$ cat src/spm_pkg.sv
// Constants, command codes and state types of the safety supply serial port
package spm_pkg;

  // Clock rate and ignition deglitch time
  localparam int CLK_FREQ_KHZ = 25000;
  localparam int IGN_DEGLITCH_US = 7500; // Least deglitch time, rounded up
  localparam int IGN_DEGLITCH_CYCLES =
    (IGN_DEGLITCH_US * CLK_FREQ_KHZ + 999) / 1000;

  // Frame layout
  localparam int FRAME_BITS = 16;
  localparam int CMD_BYTE_BITS = 8;
  localparam int FALL_CNT_W = 5;
  localparam logic [FALL_CNT_W-1:0] FALLS_FRAME = 5'h10;
  localparam logic [FALL_CNT_W-1:0] FALLS_CMD = 5'h08;
  localparam logic [FALL_CNT_W-1:0] FALLS_MAX = 5'h1F;

  // Status flag byte: fixed pattern in the upper nibble, bit 1 zero
  localparam logic [3:0] STAT_FIXED_HI = 4'hA;
  localparam int STAT_WR_BIT = 3;
  localparam int STAT_SDO_ERR_BIT = 2;
  localparam int STAT_INVALID_BIT = 0;

  // Register field positions and values after reset or wake
  localparam int CFG1_SEL_BIT = 7;
  localparam int CFG1_UNMASK_BIT = 6;
  localparam logic CFG1_UNMASK_RESET = 1'b0;
  localparam int CFG2_IO_OT_STBY_BIT = 7;
  localparam int CFG2_CAN_OT_EN_BIT = 6;
  localparam int CFG2_BAT_OV_MASK_BIT = 5;
  localparam int CFG2_POST_RUN_BIT = 4;
  localparam logic [7:0] CFG2_RESET = 8'hC0;
  localparam int WAKE_CAN_BIT = 1;
  localparam int WAKE_IGN_BIT = 0;

  // Command codes (values arbitrary, bits 7..1 of the first byte)
  localparam logic [6:0] CMD_RD_REV = 7'h0C;
  localparam logic [6:0] CMD_RD_ID = 7'h06;
  localparam logic [6:0] CMD_RD_WAKE = 7'h11;
  localparam logic [6:0] CMD_RD_CFG1 = 7'h23;
  localparam logic [6:0] CMD_WR_CFG1 = 7'h5C;
  localparam logic [6:0] CMD_RD_CFG2 = 7'h24;
  localparam logic [6:0] CMD_WR_CFG2 = 7'h6A;
  localparam logic [6:0] CMD_CAN_STANDBY_WRITE_CMD = 7'h3D;

  // Frame phase of the serial slave
  typedef enum logic [0:0] {PH_IDLE, PH_SHIFT} spm_phase_e;

  // Error and access flags reported in the next status byte
  typedef struct packed {
    logic wr;
    logic sdo_err;
    logic invalid;
  } spm_flags_s;

  // Whole state of the serial port and register block
  typedef struct packed {
    logic cs_m;
    logic cs_s;
    logic sck_m;
    logic sck_s;
    logic sck_d;
    logic sdi_m;
    logic sdi_s;
    logic rb_m;
    logic rb_s;
    logic sel_m;
    logic sel_s;
    logic can_m;
    logic can_s;
    logic can_d;
    logic ign_d;
    spm_phase_e phase;
    logic [FALL_CNT_W-1:0] falls;
    logic [FRAME_BITS-1:0] rx;
    logic [7:0] tx;
    logic sdo;
    logic oe;
    logic frame_sdo_err;
    logic frame_wr;
    spm_flags_s flags;
    logic sel_done;
    logic cfg1_sel;
    logic cfg1_unmask;
    logic [7:0] cfg2;
    logic can_latched;
    logic ign_status;
    logic core_ov_drive;
    logic core_uv_reset;
    logic io_ot_standby;
    logic io_ot_reg_off;
    logic can_ot_shutdown;
    logic bat_ov_reset;
    logic post_run_reset;
  } spm_state_s;

endpackage

$ cat src/spm_deglitch.sv
// Deglitch filter: output follows input after a stable run of CYCLES clocks
`timescale 1ns/1ps
module spm_deglitch import spm_pkg::*; #(
  parameter int CYCLES = IGN_DEGLITCH_CYCLES
) (
  input wire logic sys_clk_in,
  input wire logic reset_in,
  input wire logic level_in,
  output logic level_out
);

  localparam int CW = $clog2(CYCLES + 1);
  localparam logic [CW-1:0] LAST = CW'(CYCLES - 1);

  typedef struct packed {
    logic [CW-1:0] cnt;
    logic level;
  } spm_dg_state_s;

  spm_dg_state_s st;
  spm_dg_state_s next_st;

  // Count while input differs; a single agreeing sample restarts the run
  always_comb begin
    next_st = st;
    if (level_in == st.level) begin
      next_st.cnt = '0;
    end else if (st.cnt == LAST) begin
      next_st.cnt = '0;
      next_st.level = level_in;
    end else begin
      next_st.cnt = st.cnt + CW'(1);
    end
  end

  // State register
  always_ff @(posedge sys_clk_in) begin
    if (reset_in) begin
      st <= '0;
    end else begin
      st <= next_st;
    end
  end

  assign level_out = st.level;

endmodule // spm_deglitch

$ cat src/spm_serial_port.sv
// Serial slave port with status flags and wake/config registers
//
// Functional notes
// - Frames are sixteen bits, shifted most significant bit first.
// - Serial input is sampled on each falling serial clock edge.
// - Each new serial output bit is launched on a rising clock edge.
// - Chip select low frames a transfer; high holds reset, output off.
// - First byte: seven-bit command in bits 7..1, parity in bit 0.
// - First returned byte: bits 7..4 are 1010, bit 1 is zero.
// - Status reports previous frame: write, output error, invalid transfer.
// - Error flags of a truncated frame persist until a later valid read.
// - Read returns register contents in byte two, unused bits zero.
// - Register defaults reload on every ignition or CAN wake-up.
// - Revision register: major in upper nibble, minor in lower.
// - Wake status bit 1 latches CAN wake; cleared by standby or by the CAN standby write command.
// - Wake status bit 0 follows deglitched ignition, cleared on standby.
// - Config one bit 7: read-only select pin level latched at power-up.
// - Config one bit 6 resets 0; zero masks core supply faults.
// - Config two bit 7 resets 1; chooses standby or regulator off.
// - Config two bit 6 resets 1; zero disables CAN-supply shutdown.
// - Config two bit 5 resets 0; one masks battery overvoltage reset.
// - Config two bit 4 resets 0; crank during power latch forces reset.
`timescale 1ns/1ps
module spm_serial_port import spm_pkg::*; #(
  parameter logic ODD_PARITY = 1'b1,
  parameter int DEGLITCH_CYCLES = IGN_DEGLITCH_CYCLES,
  parameter logic [3:0] REV_MAJOR = 4'h1, // Arbitrary value
  parameter logic [3:0] REV_MINOR = 4'h0, // Arbitrary value
  parameter logic [7:0] IDENTITY = 8'h5A // Arbitrary value
) (
  input wire logic sys_clk_in,
  input wire logic reset_in,
  input wire logic chip_select_n_in,
  input wire logic serial_clk_in,
  input wire logic serial_data_in,
  input wire logic sdo_readback_in,
  input wire logic io_voltage_select_pin_in,
  input wire logic ignition_level_in,
  input wire logic can_wake_input_in,
  input wire logic global_standby_in,
  input wire logic ignition_power_latch_in,
  input wire logic core_supply_overvoltage_in,
  input wire logic core_supply_undervoltage_in,
  input wire logic io_regulator_overtemp_in,
  input wire logic can_supply_overtemp_flag_in,
  input wire logic battery_overvoltage_in,
  output logic serial_data_out,
  output logic serial_data_oe_out,
  output logic core_ov_to_enable_drive_out,
  output logic core_uv_to_reset_out,
  output logic io_overtemp_standby_out,
  output logic io_regulator_disable_out,
  output logic can_supply_shutdown_out,
  output logic battery_ov_reset_out,
  output logic post_run_reset_out
);

  spm_state_s st;
  spm_state_s next_st;
  logic ign_filtered;
  logic ign_m;
  logic ign_sync;

  // Ignition pin is synchronised here, then deglitched
  spm_deglitch #(
    .CYCLES(DEGLITCH_CYCLES)
  ) u_ign_filter (
    .sys_clk_in(sys_clk_in),
    .reset_in(reset_in),
    .level_in(ign_sync),
    .level_out(ign_filtered)
  );

  // Two-stage synchroniser for the ignition pin
  always_ff @(posedge sys_clk_in) begin
    if (reset_in) begin
      ign_m <= 1'b0;
      ign_sync <= 1'b0;
    end else begin
      ign_m <= ignition_level_in;
      ign_sync <= ign_m;
    end
  end

  // Register contents as seen by a read command
  function automatic logic [7:0] read_data(input logic [6:0] cmd,
                                           input spm_state_s s);
    logic [7:0] d;
    d = 8'h00;
    case (cmd)
      CMD_RD_REV: d = {REV_MAJOR, REV_MINOR};
      CMD_RD_ID: d = IDENTITY;
      CMD_RD_WAKE: begin
        d[WAKE_CAN_BIT] = s.can_latched;
        d[WAKE_IGN_BIT] = s.ign_status;
      end
      CMD_RD_CFG1: begin
        d[CFG1_SEL_BIT] = s.cfg1_sel;
        d[CFG1_UNMASK_BIT] = s.cfg1_unmask;
      end
      CMD_RD_CFG2: d = s.cfg2;
      default: d = 8'h00;
    endcase
    return d;
  endfunction

  // Command classes
  function automatic logic is_read(input logic [6:0] cmd);
    return cmd == CMD_RD_REV || cmd == CMD_RD_ID || cmd == CMD_RD_WAKE ||
           cmd == CMD_RD_CFG1 || cmd == CMD_RD_CFG2;
  endfunction

  function automatic logic is_write(input logic [6:0] cmd);
    return cmd == CMD_WR_CFG1 || cmd == CMD_WR_CFG2 ||
           cmd == CMD_CAN_STANDBY_WRITE_CMD;
  endfunction

  // Next-state logic for the whole block
  always_comb begin
    logic sck_fall;
    logic sck_rise;
    logic [6:0] cmd;
    logic [7:0] data;
    logic parity_ok;
    logic valid;
    logic [7:0] status;
    logic can_rise;
    logic wake;
    logic crank;
    sck_fall = 1'b0;
    sck_rise = 1'b0;
    cmd = 7'h00;
    data = 8'h00;
    parity_ok = 1'b0;
    valid = 1'b0;
    status = 8'h00;
    can_rise = 1'b0;
    wake = 1'b0;
    crank = 1'b0;
    next_st = st;

    // Pin synchronisers; first stages feed only the second
    next_st.cs_m = chip_select_n_in;
    next_st.cs_s = st.cs_m;
    next_st.sck_m = serial_clk_in;
    next_st.sck_s = st.sck_m;
    next_st.sck_d = st.sck_s;
    next_st.sdi_m = serial_data_in;
    next_st.sdi_s = st.sdi_m;
    next_st.rb_m = sdo_readback_in;
    next_st.rb_s = st.rb_m;
    next_st.sel_m = io_voltage_select_pin_in;
    next_st.sel_s = st.sel_m;
    next_st.can_m = can_wake_input_in;
    next_st.can_s = st.can_m;
    next_st.can_d = st.can_s;
    next_st.ign_d = ign_filtered;

    sck_fall = st.sck_d & ~st.sck_s;
    sck_rise = ~st.sck_d & st.sck_s;

    // Status byte built from the previous frame's flags
    status = {STAT_FIXED_HI, 4'h0};
    status[STAT_WR_BIT] = st.flags.wr;
    status[STAT_SDO_ERR_BIT] = st.flags.sdo_err;
    status[STAT_INVALID_BIT] = st.flags.invalid;

    cmd = st.rx[FRAME_BITS-1 -: 7];
    data = st.rx[7:0];
    parity_ok = (^cmd ^ ODD_PARITY) == st.rx[CMD_BYTE_BITS];

    // Serial frame engine
    case (st.phase)
      PH_IDLE: begin
        next_st.oe = 1'b0;
        next_st.sdo = 1'b0;
        next_st.falls = '0;
        next_st.frame_sdo_err = 1'b0;
        next_st.frame_wr = 1'b0;
        if (!st.cs_s) begin
          next_st.phase = PH_SHIFT;
          next_st.oe = 1'b1;
          next_st.sdo = status[7];
          next_st.tx = {status[6:0], 1'b0};
        end
      end
      PH_SHIFT: begin
        if (st.cs_s) begin
          // Frame end: check and commit
          valid = st.falls == FALLS_FRAME && parity_ok &&
                  (is_read(cmd) || is_write(cmd));
          next_st.phase = PH_IDLE;
          next_st.oe = 1'b0;
          next_st.sdo = 1'b0;
          // Write seen in the command phase counts even if the frame is cut
          next_st.flags.wr = st.frame_wr;
          if (valid && is_read(cmd)) begin
            next_st.flags.sdo_err = st.frame_sdo_err;
            next_st.flags.invalid = 1'b0;
          end else begin
            // Errors stick until a good read reports them
            next_st.flags.sdo_err = st.flags.sdo_err | st.frame_sdo_err;
            next_st.flags.invalid = st.flags.invalid | ~valid;
          end
          if (valid && cmd == CMD_WR_CFG1) begin
            next_st.cfg1_unmask = data[CFG1_UNMASK_BIT];
          end
          if (valid && cmd == CMD_WR_CFG2) begin
            next_st.cfg2 = data;
          end
        end else begin
          if (sck_fall) begin
            next_st.rx = {st.rx[FRAME_BITS-2:0], st.sdi_s};
            if (st.falls != FALLS_MAX) begin
              next_st.falls = st.falls + 5'h01;
            end
            if (st.rb_s != st.sdo) begin
              next_st.frame_sdo_err = 1'b1;
            end
            if (st.falls == FALLS_CMD - 5'h01) begin
              // Command byte complete: preload the answer byte
              // Seven command bits are in place, parity arrives now
              cmd = st.rx[6:0];
              next_st.frame_wr = is_write(cmd) &&
                                 (^cmd ^ ODD_PARITY) == st.sdi_s;
              if ((^cmd ^ ODD_PARITY) == st.sdi_s && is_read(cmd)) begin
                next_st.tx = read_data(cmd, st);
              end else begin
                next_st.tx = 8'h00;
              end
            end
          end
          if (sck_rise && st.falls != '0 && st.falls < FALLS_FRAME) begin
            next_st.sdo = st.tx[7];
            next_st.tx = {st.tx[6:0], 1'b0};
          end
        end
      end
      default: begin
        next_st.phase = PH_IDLE;
      end
    endcase

    // Select pin is caught once after power-up release only
    if (!st.sel_done) begin
      next_st.sel_done = 1'b1;
      next_st.cfg1_sel = st.sel_s;
    end

    // Wake events reload defaults; wake beats a same-cycle write
    can_rise = st.can_s & ~st.can_d;
    crank = ign_filtered & ~st.ign_d;
    wake = can_rise | crank;
    if (wake) begin
      next_st.cfg1_unmask = CFG1_UNMASK_RESET;
      next_st.cfg2 = CFG2_RESET;
    end

    // CAN wake latch: set wins over standby or command clear
    if (global_standby_in ||
        (st.phase == PH_SHIFT && st.cs_s && st.falls == FALLS_FRAME &&
         parity_ok && cmd == CMD_CAN_STANDBY_WRITE_CMD)) begin
      next_st.can_latched = 1'b0;
    end
    if (can_rise) begin
      next_st.can_latched = 1'b1;
    end
    next_st.ign_status = ign_filtered & ~global_standby_in;

    // Protection routing steered by configuration
    next_st.core_ov_drive = core_supply_overvoltage_in & st.cfg1_unmask;
    next_st.core_uv_reset = core_supply_undervoltage_in & st.cfg1_unmask;
    next_st.io_ot_standby =
      io_regulator_overtemp_in & st.cfg2[CFG2_IO_OT_STBY_BIT];
    next_st.io_ot_reg_off =
      io_regulator_overtemp_in & ~st.cfg2[CFG2_IO_OT_STBY_BIT];
    next_st.can_ot_shutdown =
      can_supply_overtemp_flag_in & st.cfg2[CFG2_CAN_OT_EN_BIT];
    next_st.bat_ov_reset =
      battery_overvoltage_in & ~st.cfg2[CFG2_BAT_OV_MASK_BIT];
    next_st.post_run_reset = crank & ignition_power_latch_in &
                             st.cfg2[CFG2_POST_RUN_BIT];
  end

  // State register; reset also forces defaults
  always_ff @(posedge sys_clk_in) begin
    if (reset_in) begin
      st <= '0;
      st.cs_m <= 1'b1;
      st.cs_s <= 1'b1;
      // Strap sync keeps running so the first capture sees the pin
      st.sel_m <= next_st.sel_m;
      st.sel_s <= next_st.sel_s;
      st.phase <= PH_IDLE;
      st.cfg1_unmask <= CFG1_UNMASK_RESET;
      st.cfg2 <= CFG2_RESET;
    end else begin
      st <= next_st;
    end
  end

  // Outputs straight from state flops
  assign serial_data_out = st.sdo;
  assign serial_data_oe_out = st.oe;
  assign core_ov_to_enable_drive_out = st.core_ov_drive;
  assign core_uv_to_reset_out = st.core_uv_reset;
  assign io_overtemp_standby_out = st.io_ot_standby;
  assign io_regulator_disable_out = st.io_ot_reg_off;
  assign can_supply_shutdown_out = st.can_ot_shutdown;
  assign battery_ov_reset_out = st.bat_ov_reset;
  assign post_run_reset_out = st.post_run_reset;

endmodule // spm_serial_port

$ cat config.mk
export PLATFORM = sky130hd
export DESIGN_NAME = spm_serial_port
export DESIGN_NICKNAME = d
export VERILOG_FILES = /design/src/spm_pkg.sv /design/src/spm_deglitch.sv /design/src/spm_serial_port.sv
export SDC_FILE = /design/constraint.sdc
export NUM_CORES = 1
export LEC_CHECK = 0
export BUFFER_PORTS_ARGS = -buffer_cell sky130_fd_sc_hd__buf_2
export CAP_MARGIN = 10
export CORE_ASPECT_RATIO = 1.4
export CORE_MARGIN = 4
export CORE_UTILIZATION = 50
export CTS_CLUSTER_SIZE = 14
export DETAILED_ROUTE_END_ITERATION = 10
export GPL_TIMING_DRIVEN = 0
export MAX_ROUTING_LAYER = met4
export PLACE_DENSITY = 0.68
export SYNTH_ARGS = -nofsm -noshare
export SYNTH_HDL_FRONTEND = slang
export SYNTH_SLANG_ARGS = --single-unit
$ cat constraint.sdc
create_clock -name sys_clk_in -period 5.9 [get_ports sys_clk_in]
set_input_delay 0.295 -clock sys_clk_in [delete_from_list [all_inputs] [get_ports sys_clk_in]]
set_output_delay 0.295 -clock sys_clk_in [all_outputs]
set_load 0.01 [all_outputs]
-- Yosys cells after proc, flatten, opt, wreduce, memory -nomap -nowiden
Cells that the tools add are included.
- add/sub/neg operators: 2
- multiply operators: 0
- div/mod/pow operators: 0
- magnitude comparators: 1
- eq/ne operators: 35
- shift operators: 0
- mux-type cells: 26
- bitwise gates (word level): 29
- reductions and logical operators: 42
- operator list (kind ; count):
    $mux W29 ; 2
    $eq A7 B6 Y1 const B ; 7
    $eq A7 B7 Y1 const B ; 4
    $mux W7 ; 4
    $pmux W12 S2 ; 1
    $add A18 B1 Y18 const B ; 1
    $eq A18 B18 Y1 const B ; 1
    $reduce_and A3 Y1 ; 6
    $mux W8 ; 2
    $eq A7 B3 Y1 const B ; 2
    $eq A7 B4 Y1 const B ; 2
    $eq A7 B5 Y1 const B ; 2
    $logic_or A1 B1 Y1 ; 14
    $reduce_xor A7 Y1 ; 2
    $and A1 B1 Y1 ; 13
    $logic_and A1 B1 Y1 ; 13
    $not A1 Y1 ; 13
    $pmux W2 S3 ; 2
    $pmux W4 S3 ; 1
    $pmux W6 S2 ; 1
    $mux W10 ; 1
    $ne A2 B1 Y1 const B ; 5
    $mux W9 ; 1
    $ne A3 B1 Y1 const B ; 3
    18 further kinds ; 32
- bits in registers: 93
- latch bits: 0
- memory bits (writable): 0
- ROM bits: 0
- input bits: 16
- output and inout bits: 9
- logic and storage cells: 178
- memories kept: 0

-- Longest topological paths before layout
Gate-level depths: netlist of the first run.
- depth in word-level cells: 12
- mapped depth: 8
- mapped depth without buffers: 7

-- Hierarchy
From an unflattened synthesis of the first run, not the netlist that was laid out.
- cells, all modules: 484
- area, all modules: 4284.1 sq um
- by module, submodules not included (module ; times used ; cells an instance ; area each (sq um) ; sequential area each (sq um)):
    spm_serial_port ; 1 ; 380 ; 3383.2 ; 1481.4
    spm_deglitch ; 1 ; 104 ; 900.9 ; 380.4

-- Worst setup path after synthesis of the first run
Ideal clock, no wire load.
- path type: flip-flop to flip-flop
- start: reg st[51] (netlist bit)
- end: reg st[28] (netlist bit)
- setup time: 0.088 ns
- arrival: 1.838 ns
- required time: 5.812 ns
- setup slack: 3.974 ns
- stages on the path, launching flop included: 9
- path buffers: 1
- clock period less this slack: 1.926 ns
- cells stage by stage: dfxtp_1 inv_1 ha_1 nor3b_1 or4b_1 buf_6 a31oi_4 nor2_2 nor4_2
- longest elaborated chain between the ends: 6
- elaborated cells between the ends (all ways): 11
- those cells by class: order compare (1); eq/ne (3); mux (3); reduce/logical (4)
- RTL lines (what ; line ; RTL):
    start, declared ; spm_serial_port.sv:58 ; spm_state_s st;
    start signal, assigned ; spm_serial_port.sv:298 ; st <= next_st;
    branches (longest 6 deep; another with $lt A5 B5 Y1) ; -- ;
Parallel ways; which one is timed is not known. The select of a mux whose other input is x is not followed.
A chain may end at the register's enable or synchronous reset.

-- Worst setup path after layout of the first run
Ends and elaborated chain as after synthesis.

==> flow_summary_export.csv, run 1 <==
group,metric,value,unit
yosys,ys_seq_area_share,43.8,%
global_routing,grt_start_max_net_pins,18,
floorplanning,core,8250,um2
finish,fin_cells,616,
power_and_ir_drop,ir_drop,0.000185,V
routing,via_count,3288,
outcome,status,"finished clean",
setup_path,path_class,"reg2reg",
clocking,path_clk_slew,70,ps
placement,port_buffers,23,
routing,post_drt_via_cell_ratio,5.34,
clocking,cts_made_buffers,9,
clocking,post_cts_buffers,0,
sta,finalMaxSlewViolations,0,
yosys,netlist_area,4250,um2
setup_path,crit_path_end_kind,"register",
sta,max_freq,459,MHz
global_routing,track_usage,19.6,%
setup_path,arrival,2390,ps
global_routing,grt_pass1_vias,3165,
global_routing,antenna_found_initial,0,
global_routing,grt_pass1_wl,14900,um
worst_hold_path,hold_path_class,"in2reg",
floorplanning,io_pins,25,
routing,wire_per_inst,14.7,um
finish,syn_to_final_growth,12.3,%
yosys,ys_types,54,
finish,fill_cells,747,
yosys,ys_async_sr_fraction,0,%
finish,multiInputGateArea,2210,um2
sta,setup_viol,0,
sta,relSlewSlack,48.9,%
clocking,cts-hold-fix-buffers,0,
routing,routed_wirelength,9060,um
yosys,syn-num-nets,519,
finish,layout-drive-gt1-share,10.9,%
yosys,synth_edf_count,0,
finish,final_nets,553,
setup_path,cp_data_required_time,6110,ps
placement,hpwl,6760,um
clocking,cts_sinks,93,
yosys,syn_area_per_cell,8.95,um2
sta,worst_pin_slew,756,ps
floorplanning,die_area,10100,um2
finish,diodes,0,
run,cap_violations,0,
floorplanning,die_h,117,um
clocking,cts_root_buffer,"clkbuf_16",
clocking,clockBufferDepth,2,
floorplanning,rows,39,
yosys,ys_ff_latch,93,
placement,globalplace.congestion,0.917,
clocking,cts_resized,0,
sta,period_share,36.9,%
sta,rsz0062_at_grt,"no",
clocking,clk_latency,340,ps
yosys,yosys_warnings,0,
clocking,cts_tree,"built",
yosys,netlist_instances,475,
power_and_ir_drop,p_per_area,257,nW/um2
finish,final-seq-area,1860,um2
setup_path,cp_max_fo,4,
yosys,ys_top_cells_by_count,"dfxtp_1 (93), nand2_1 (62), nor2_1 (45)",
routing,drtAntennaViolNets,0,
yosys,synth_area_leaders,"dfxtp_1 (44%), ha_1 (8.2%), nand2_1 (5.5%), a21oi_1 (4.2%), nor2_1 (4.0%)",
sta,period_needed,2180,ps
power_and_ir_drop,p_leak,1.82,nW
sta,finalHoldViolations,0,
global_routing,grt.overflow.total,0,
routing,drt_first_pass_iters,4,
yosys,synthFlopType,"dfxtp_1",
yosys,yosys.cell_count.top_type,"dfxtp_1",
floorplanning,initial_utilization,51.5,%
routing,drc,0,
floorplanning,die_w,85.9,um
placement,place_inst,600,
sta,fin_skew,7.98,ps
yosys,synth_top_area_share,43.8,%
clocking,htree_levels,3,
yosys,yosys.area.top_type,"dfxtp_1",
setup_path,start_kind,"register",
sta,setup-tns-final,0,ps
routing,drt_iter0_markers,198,
==> logic make-up after synthesis <==
logic type / Yosys count / synth area share [%]
AOI/OAI and AO/OA: 71 / 10.8
xor gates and xnor gates: 28 / 6.60
adders and majority gates: 28 / 8.25
buffers and inverters: 42 / 4.12
DFF: 93 / 43.8
muxes: 11 / 2.59
and+or+nand+nor: 202 / 23.9
==> path summary, 6_finish.rpt <==
check | start | to | slack (ps) | cells past startpoint
worst max-delay path | st[51] | st[28] | 3720 | 7
worst min-delay path | io_voltage_select_pin_in | next_st[61] | 50 | 1
worst max register to register | st[51] | st[28] | 3720 | 7
worst min register to register | next_st[61] | st[61] | 330 | 0
==> sequential cells by signal (all words and copies together) (netlist names) <==
register,cells
io_overtemp_standby_out,1
next_st,8
ign_m,1
st,55
can_supply_shutdown_out,1
serial_data_oe_out,1
post_run_reset_out,1
ign_sync,1
u_ign_filter.st,18
core_uv_to_reset_out,1
serial_data_out,1
io_regulator_disable_out,1
u_ign_filter.level_out,1
core_ov_to_enable_drive_out,1
battery_ov_reset_out,1
==> cell type report <==
cell class	count	area share (%)
plain buffers	18	1.78
repair buffers	23	2.41
flip-flops and latches	93	39.0
inverters	24	1.89
clock buffers	9	4.72
well taps	102	2.67
multi-input cells	340	46.3
clock inverters	7	1.18
==> cells in the final DEF (no fill, tap or decap), types with 13 or more instances in the layout <==
cell | netlist | routed
a21oi_1 | 36 | 36
buf_2 | 2 | 25
dfxtp_1 | 93 | 93
ha_1 | 28 | 28
inv_1 | 24 | 24
nand2_1 | 62 | 62
nand3_1 | 18 | 18
nor2_1 | 45 | 45
nor2b_1 | 17 | 17
xor2_1 | 13 | 13
==> where the power goes <==
part	leakage, nW	switching, mW	internal (mW)	total (mW)
sequential	0.755	0.00507	0.637	0.642
combinational	0.926	0.0210	0.0149	0.0359
clock	0.142	0.256	0.292	0.548
total	1.82	0.282	0.944	1.23
==> critical path: stages (launching register included) <==
cell,delay [ps]
dfxtp_1,390
inv_1,60
ha_1,180
nor3b_1,180
nor4b_1,650
a21oi_1,130
a221oi_1,400
nor4_2,60
==> stage by stage <==
step	util (%)	instance area [um2]	hold WS, ps	setup WS [ps]	total power [mW]
after floorplan	-	4250	310	3970	0.678
after global placement	54.5	4490	313	3730	0.692
after detailed placement	54.5	4490	316	3720	0.692
after CTS	57.9	4770	45.7	3710	1.24
after global routing	57.9	4770	59.4	3600	1.27
final	57.9	4770	54.9	3720	1.23
==> per-layer routing <==
layer	up-vias	track usage [%]	share of wire (%)
met1	1522	21.0	42
met2	56	34.0	51
met3	24	3.22	3.2
met5	-	-	0
met4	0	11.3	3.9
li1	1686	-	-
Power figures use the tool's default switching activity.
==> inputs of run 2 (changes only) <==
- clock period: 5.9 -> 2.1 ns (I/O delays scaled with it)
==> flow_summary_export.csv, run 2 (synthesized netlist as in run 1, its figures left out) <==
group,metric,value,unit
clocking,path_clk_slew,70,ps
sta,worst_slack,26.1,ps
floorplanning,die_w,85.9,um
routing,drt_first_pass_iters,4,
sta,period_needed,2070,ps
setup_path,cp_num_cells,7,
floorplanning,core,8250,um2
finish,multiInputGateArea,2300,um2
global_routing,grt_pass1_wl,15300,um
sta,max_freq,482,MHz
sta,finalMaxSlewViolations,0,
routing,drt_iter0_markers,177,
placement,place_ws,-81.0,ps
floorplanning,die_h,117,um
power_and_ir_drop,p_comb_share,3.6,%
setup_path,r2r-start,"st[51]",
sta,setup_viol,0,
finish,diodes,0,
routing,drc,0,
finish,largest_reg_flops,55,
power_and_ir_drop,seqPwrFrac,52.0,%
setup_path,cp_max_fo,7,
clocking,cts_tree,"built",
global_routing,grt_start_max_net_pins,18,
finish,final_core_util,60.8,%
power_and_ir_drop,internal-power,2.67,mW
setup_path,start_kind,"register",
clocking,clockBufferDepth,2,
setup_path,path_class,"reg2reg",
floorplanning,initial_utilization,51.5,%
clocking,cts_made_buffers,9,
outcome,status,"finished clean",
setup_path,crit_chain,"inv_1 > ha_1 > nor3b_4 > or4b_4 > a31oi_4 > buf_4 > o221a_2",
routing,via_count,3367,
finish,syn_to_final_growth,18.0,%
finish,regMostFlops,"st",
clocking,htree_levels,3,
setup_path,r2r-end,"st[31]",
worst_hold_path,hold_path_class,"in2reg",
setup_path,crit_path_end_kind,"register",
global_routing,antenna_found_initial,0,
finish,final_cell_mix,"dfxtp_1 (83), nand2_1 (62), nor2_1 (44)",
power_and_ir_drop,ir_drop,0.000526,V
setup_path,worst-path-buf-inv,2,
sta,period_share,98.8,%
setup_path,arrival,2360,ps
global_routing,track_usage,20.0,%
routing,routed_wirelength,9390,um
setup_path,r2r_setup_slack,30,ps
finish,final_nets,567,
sta,rsz0062_at_grt,"yes",
sta,relSlewSlack,51.7,%
clocking,cts_root_buffer,"clkbuf_16",
setup_path,worst_path_dominant_cell_family,"simple AND/OR/NAND/NOR gates",
power_and_ir_drop,p_sw,0.800,mW
finish,layout-drive-gt1-share,15.3,%
sta,finalHoldViolations,0,
floorplanning,io_pins,25,
finish,final-seq-area,1870,um2
setup_path,cp_data_required_time,2390,ps
routing,post_drt_via_cell_ratio,5.34,
placement,port_buffers,23,
worst_hold_path,holdPathEnd,"can_supply_shutdown_out",
placement,hpwl,6760,um
power_and_ir_drop,pwr-share-clk,44.4,%
routing,drtAntennaViolNets,0,
finish,fill_cells,713,
finish,final_common_cell,"dfxtp_1",
floorplanning,rows,39,
routing,wire_per_inst,14.9,um
power_and_ir_drop,netSwitchingFraction,23.1,%
placement,dpl_cell_area,4490,um2
global_routing,grt_pass1_vias,3254,
clocking,clk_latency,340,ps
finish,fin_area,5010,um2
setup_path,crit_path_max_incr_delay,590,ps
clocking,cts_sinks,93,
worst_hold_path,worstHoldStart,"can_supply_overtemp_flag_in",
run,cap_violations,0,
global_routing,grt.overflow.total,0,
power_and_ir_drop,p_leak,1.91,nW
worst_hold_path,worstHoldPathCells,2,
floorplanning,die_area,10100,um2
sta,fin_skew,9.19,ps
sta,worst_pin_slew,718,ps
placement,globalplace.congestion,0.917,
setup_path,slowest_stage,"or4b_4",
power_and_ir_drop,p_per_area,692,nW/um2
setup_path,r2r_cells,7,
run 2: cell types whose count changed in the layout (fill, tap and decap cells not counted), sizes merged:
cell	previous run	this run
buf	29	31
dlygate4sd3	0	12
run 2: per-layer routing:
layer / wire, um / track usage, % / up-vias
met1: 3890 / 21.5 / 1566
li1: - / - / 1710
met3: 349 / 3.08 / 24
met2: 4850 / 34.7 / 67
met4: 302 / 11.7 / 0
met5: 0 / - / -
run 2: what timing repair did:
action / CTS / global route
setup buffers: 0 / 3
hold buffers: 12 / 0
endpoints found under the setup margin: 4 / 27
pin swaps: 1 / 3
resized for setup: 7 / 22
endpoints found under the hold margin: 12 / 0
run 2: how the worst max path moves through the flow:
| stage | from | end |
|---|---|---|
| after detailed placement | st[44] | st[17] |
| after floorplan | st[51] | st[28] |
| after global placement | st[44] | st[17] |
| final | st[51] | st[31] |
| after CTS | st[36] | st[28] |
| after global routing | st[35] | st[28] |
run 2: power groups by stage:
stage	clock network [mW]	logic [mW]	registers, mW
after floorplan	0	0.0623	1.84
after global placement	0	0.0998	1.84
after detailed placement	0	0.101	1.84
after CTS	1.56	0.121	1.80
after global routing	1.64	0.139	1.81
final	1.54	0.126	1.80
run 2: worst reg2reg max path: cells and delay by family (launching register included):
family,cells,cell delay (ps)
flip-flops,1,360
adder cells (fa/ha/maj),1,180
AND/OR/NAND/NOR,2,760
AO/OA/AOI/OAI,2,490
buffers and inverters,2,230
run 2: final cells by class:
cell class / count / share of cell area, %
Sequential cell: 93 / 37.4
Clock buffer: 9 / 4.49
Buffer: 17 / 1.52
Inverter: 24 / 1.80
Clock inverter: 7 / 1.12
Timing Repair Buffer: 38 / 5.22
Tap cell: 102 / 2.55
Multi-Input combinational cell: 340 / 45.9
run 2: per-stage QoR:
stage	std cells	TNS [ps]	power (mW)	hold WS, ps
floorplan	475	0	1.90	133
global placement	600	-74.1	1.94	208
detailed placement	600	-82.1	1.95	211
CTS	628	0	3.49	9.26
global route	630	-77.6	3.59	12.0
finish	630	0	3.47	11.6
==> inputs of run 3 (changes only) <==
- MAX_ROUTING_LAYER: met4 -> not set
- SETUP_SLACK_MARGIN: not set -> 0.15
==> flow_summary_export.csv, run 3 (synthesized netlist as in run 1, its figures left out) <==
group,metric,value,unit
clocking,cts_made_buffers,9,
clocking,clk_latency,340,ps
placement,globalplace.congestion,0.882,
floorplanning,core,8250,um2
worst_hold_path,hold_path_class,"in2reg",
placement,place_inst,600,
finish,final_core_util,63.8,%
sta,setup_viol,0,
sta,rsz0062_at_grt,"yes",
global_routing,grt_start_max_net_pins,17,
floorplanning,die_h,117,um
sta,period_needed,2000,ps
power_and_ir_drop,p_per_area,650,nW/um2
run,cap_violations,0,
clocking,cts_tree,"built",
sta,worst_slack,96.3,ps
clocking,htree_levels,3,
finish,regMostFlops,"st",
routing,via_count,3477,
sta,fin_skew,8.76,ps
routing,post_drt_via_cell_ratio,5.41,
placement,hpwl,6860,um
global_routing,grt_pass1_vias,3455,
placement,port_buffers,23,
finish,fin_cells,643,
floorplanning,die_area,10100,um2
sta,max_freq,499,MHz
clocking,cts_root_buffer,"clkbuf_16",
floorplanning,die_w,85.9,um
power_and_ir_drop,p_leak,2.00,nW
sta,finalMaxSlewViolations,0,
setup_path,cp_data_required_time,2300,ps
power_and_ir_drop,finalPower,3.42,mW
finish,largest_reg_flops,55,
finish,final_nets,580,
placement,place_ws,-82.0,ps
finish,fin_area,5260,um2
floorplanning,rows,39,
global_routing,antenna_found_initial,0,
setup_path,cp_max_fo,8,
setup_path,path_class,"reg2reg",
finish,final_common_cell,"dfxtp_1",
clocking,cts_sinks,93,
floorplanning,initial_utilization,51.5,%
sta,finalHoldViolations,0,
outcome,status,"finished clean",
setup_path,arrival,2200,ps
clocking,clockBufferDepth,2,
routing,wire_per_inst,15.1,um
sta,setup-tns-final,0,ps
clocking,path_clk_slew,70,ps
global_routing,grt.overflow.total,0,
finish,final_cell_mix,"dfxtp_1 (79), nand2_1 (62), nor2_1 (44)",
sta,holdWs,18.8,ps
finish,syn_to_final_growth,23.9,%
sta,relSlewSlack,51.0,%
global_routing,track_usage,20.2,%
routing,drtAntennaViolNets,0,
finish,diodes,0,
routing,drc,0,
routing,routed_wirelength,9680,um
setup_path,crit_path_end_kind,"register",
finish,layout-drive-gt1-share,21.1,%
routing,drt_iter0_markers,159,
setup_path,start_kind,"register",
sta,worst_pin_slew,728,ps
routing,drt_first_pass_iters,4,
finish,fill_cells,683,
global_routing,grt_pass1_wl,15900,um
floorplanning,io_pins,25,
sta,period_share,95.4,%
power_and_ir_drop,ir_drop,0.000570,V
placement,dpl_cell_area,4490,um2
run 3: critical path, stage by stage (launching register included):
cell and delay, ps:
dfxtp_2 330, inv_2 50, ha_4 140, nor3b_4 160, or4b_4 490, buf_6 150
a31oi_4 320, nand2b_1 160, a21oi_1 60
run 3: layer usage:
layer / GRT usage [%] / part of all wire, %
met5: 0 / 0
met4: 12.4 / 3.6
met3: 3.01 / 2.3
met2: 36.8 / 54
met1: 21.9 / 40
run 3: area by class of cell:
cell class,count,area [um2],area share [%]
multi-input combinational,340,2420,46.0
timing repair buffer,50,352,6.68
tap,102,128,2.43
inverter,24,90.1,1.71
buffer,18,93.8,1.78
clock inverter,6,46.3,0.880
clock buffer,10,229,4.35
sequential,93,1900,36.2
run 3: final timing paths:
check                                            start                    to  slack, ps  cells past startpoint
worst max-delay path                            st[52]                st[32]        100                      8
worst min-delay path            battery_overvoltage_in  battery_ov_reset_out         20                      2
worst max register to register                  st[52]                st[32]        100                      8
worst min register to register             next_st[61]                st[61]        330                      0
run 3: power by group:
| group | switching (mW) | internal [mW] |
|---|---|---|
| Combinational | 0.0667 | 0.0614 |
| Sequential | 0.0149 | 1.78 |
| Clock | 0.691 | 0.811 |
| Total | 0.773 | 2.65 |
run 3: repair_timing:
action,in CTS,in global routing
cloned,1,0
hold endpoints to repair,13,0
pin swaps,11,9
buffers inserted,10,3
gates resized for setup,41,29
endpoints found under the setup margin,30,40
hold buffers,13,0
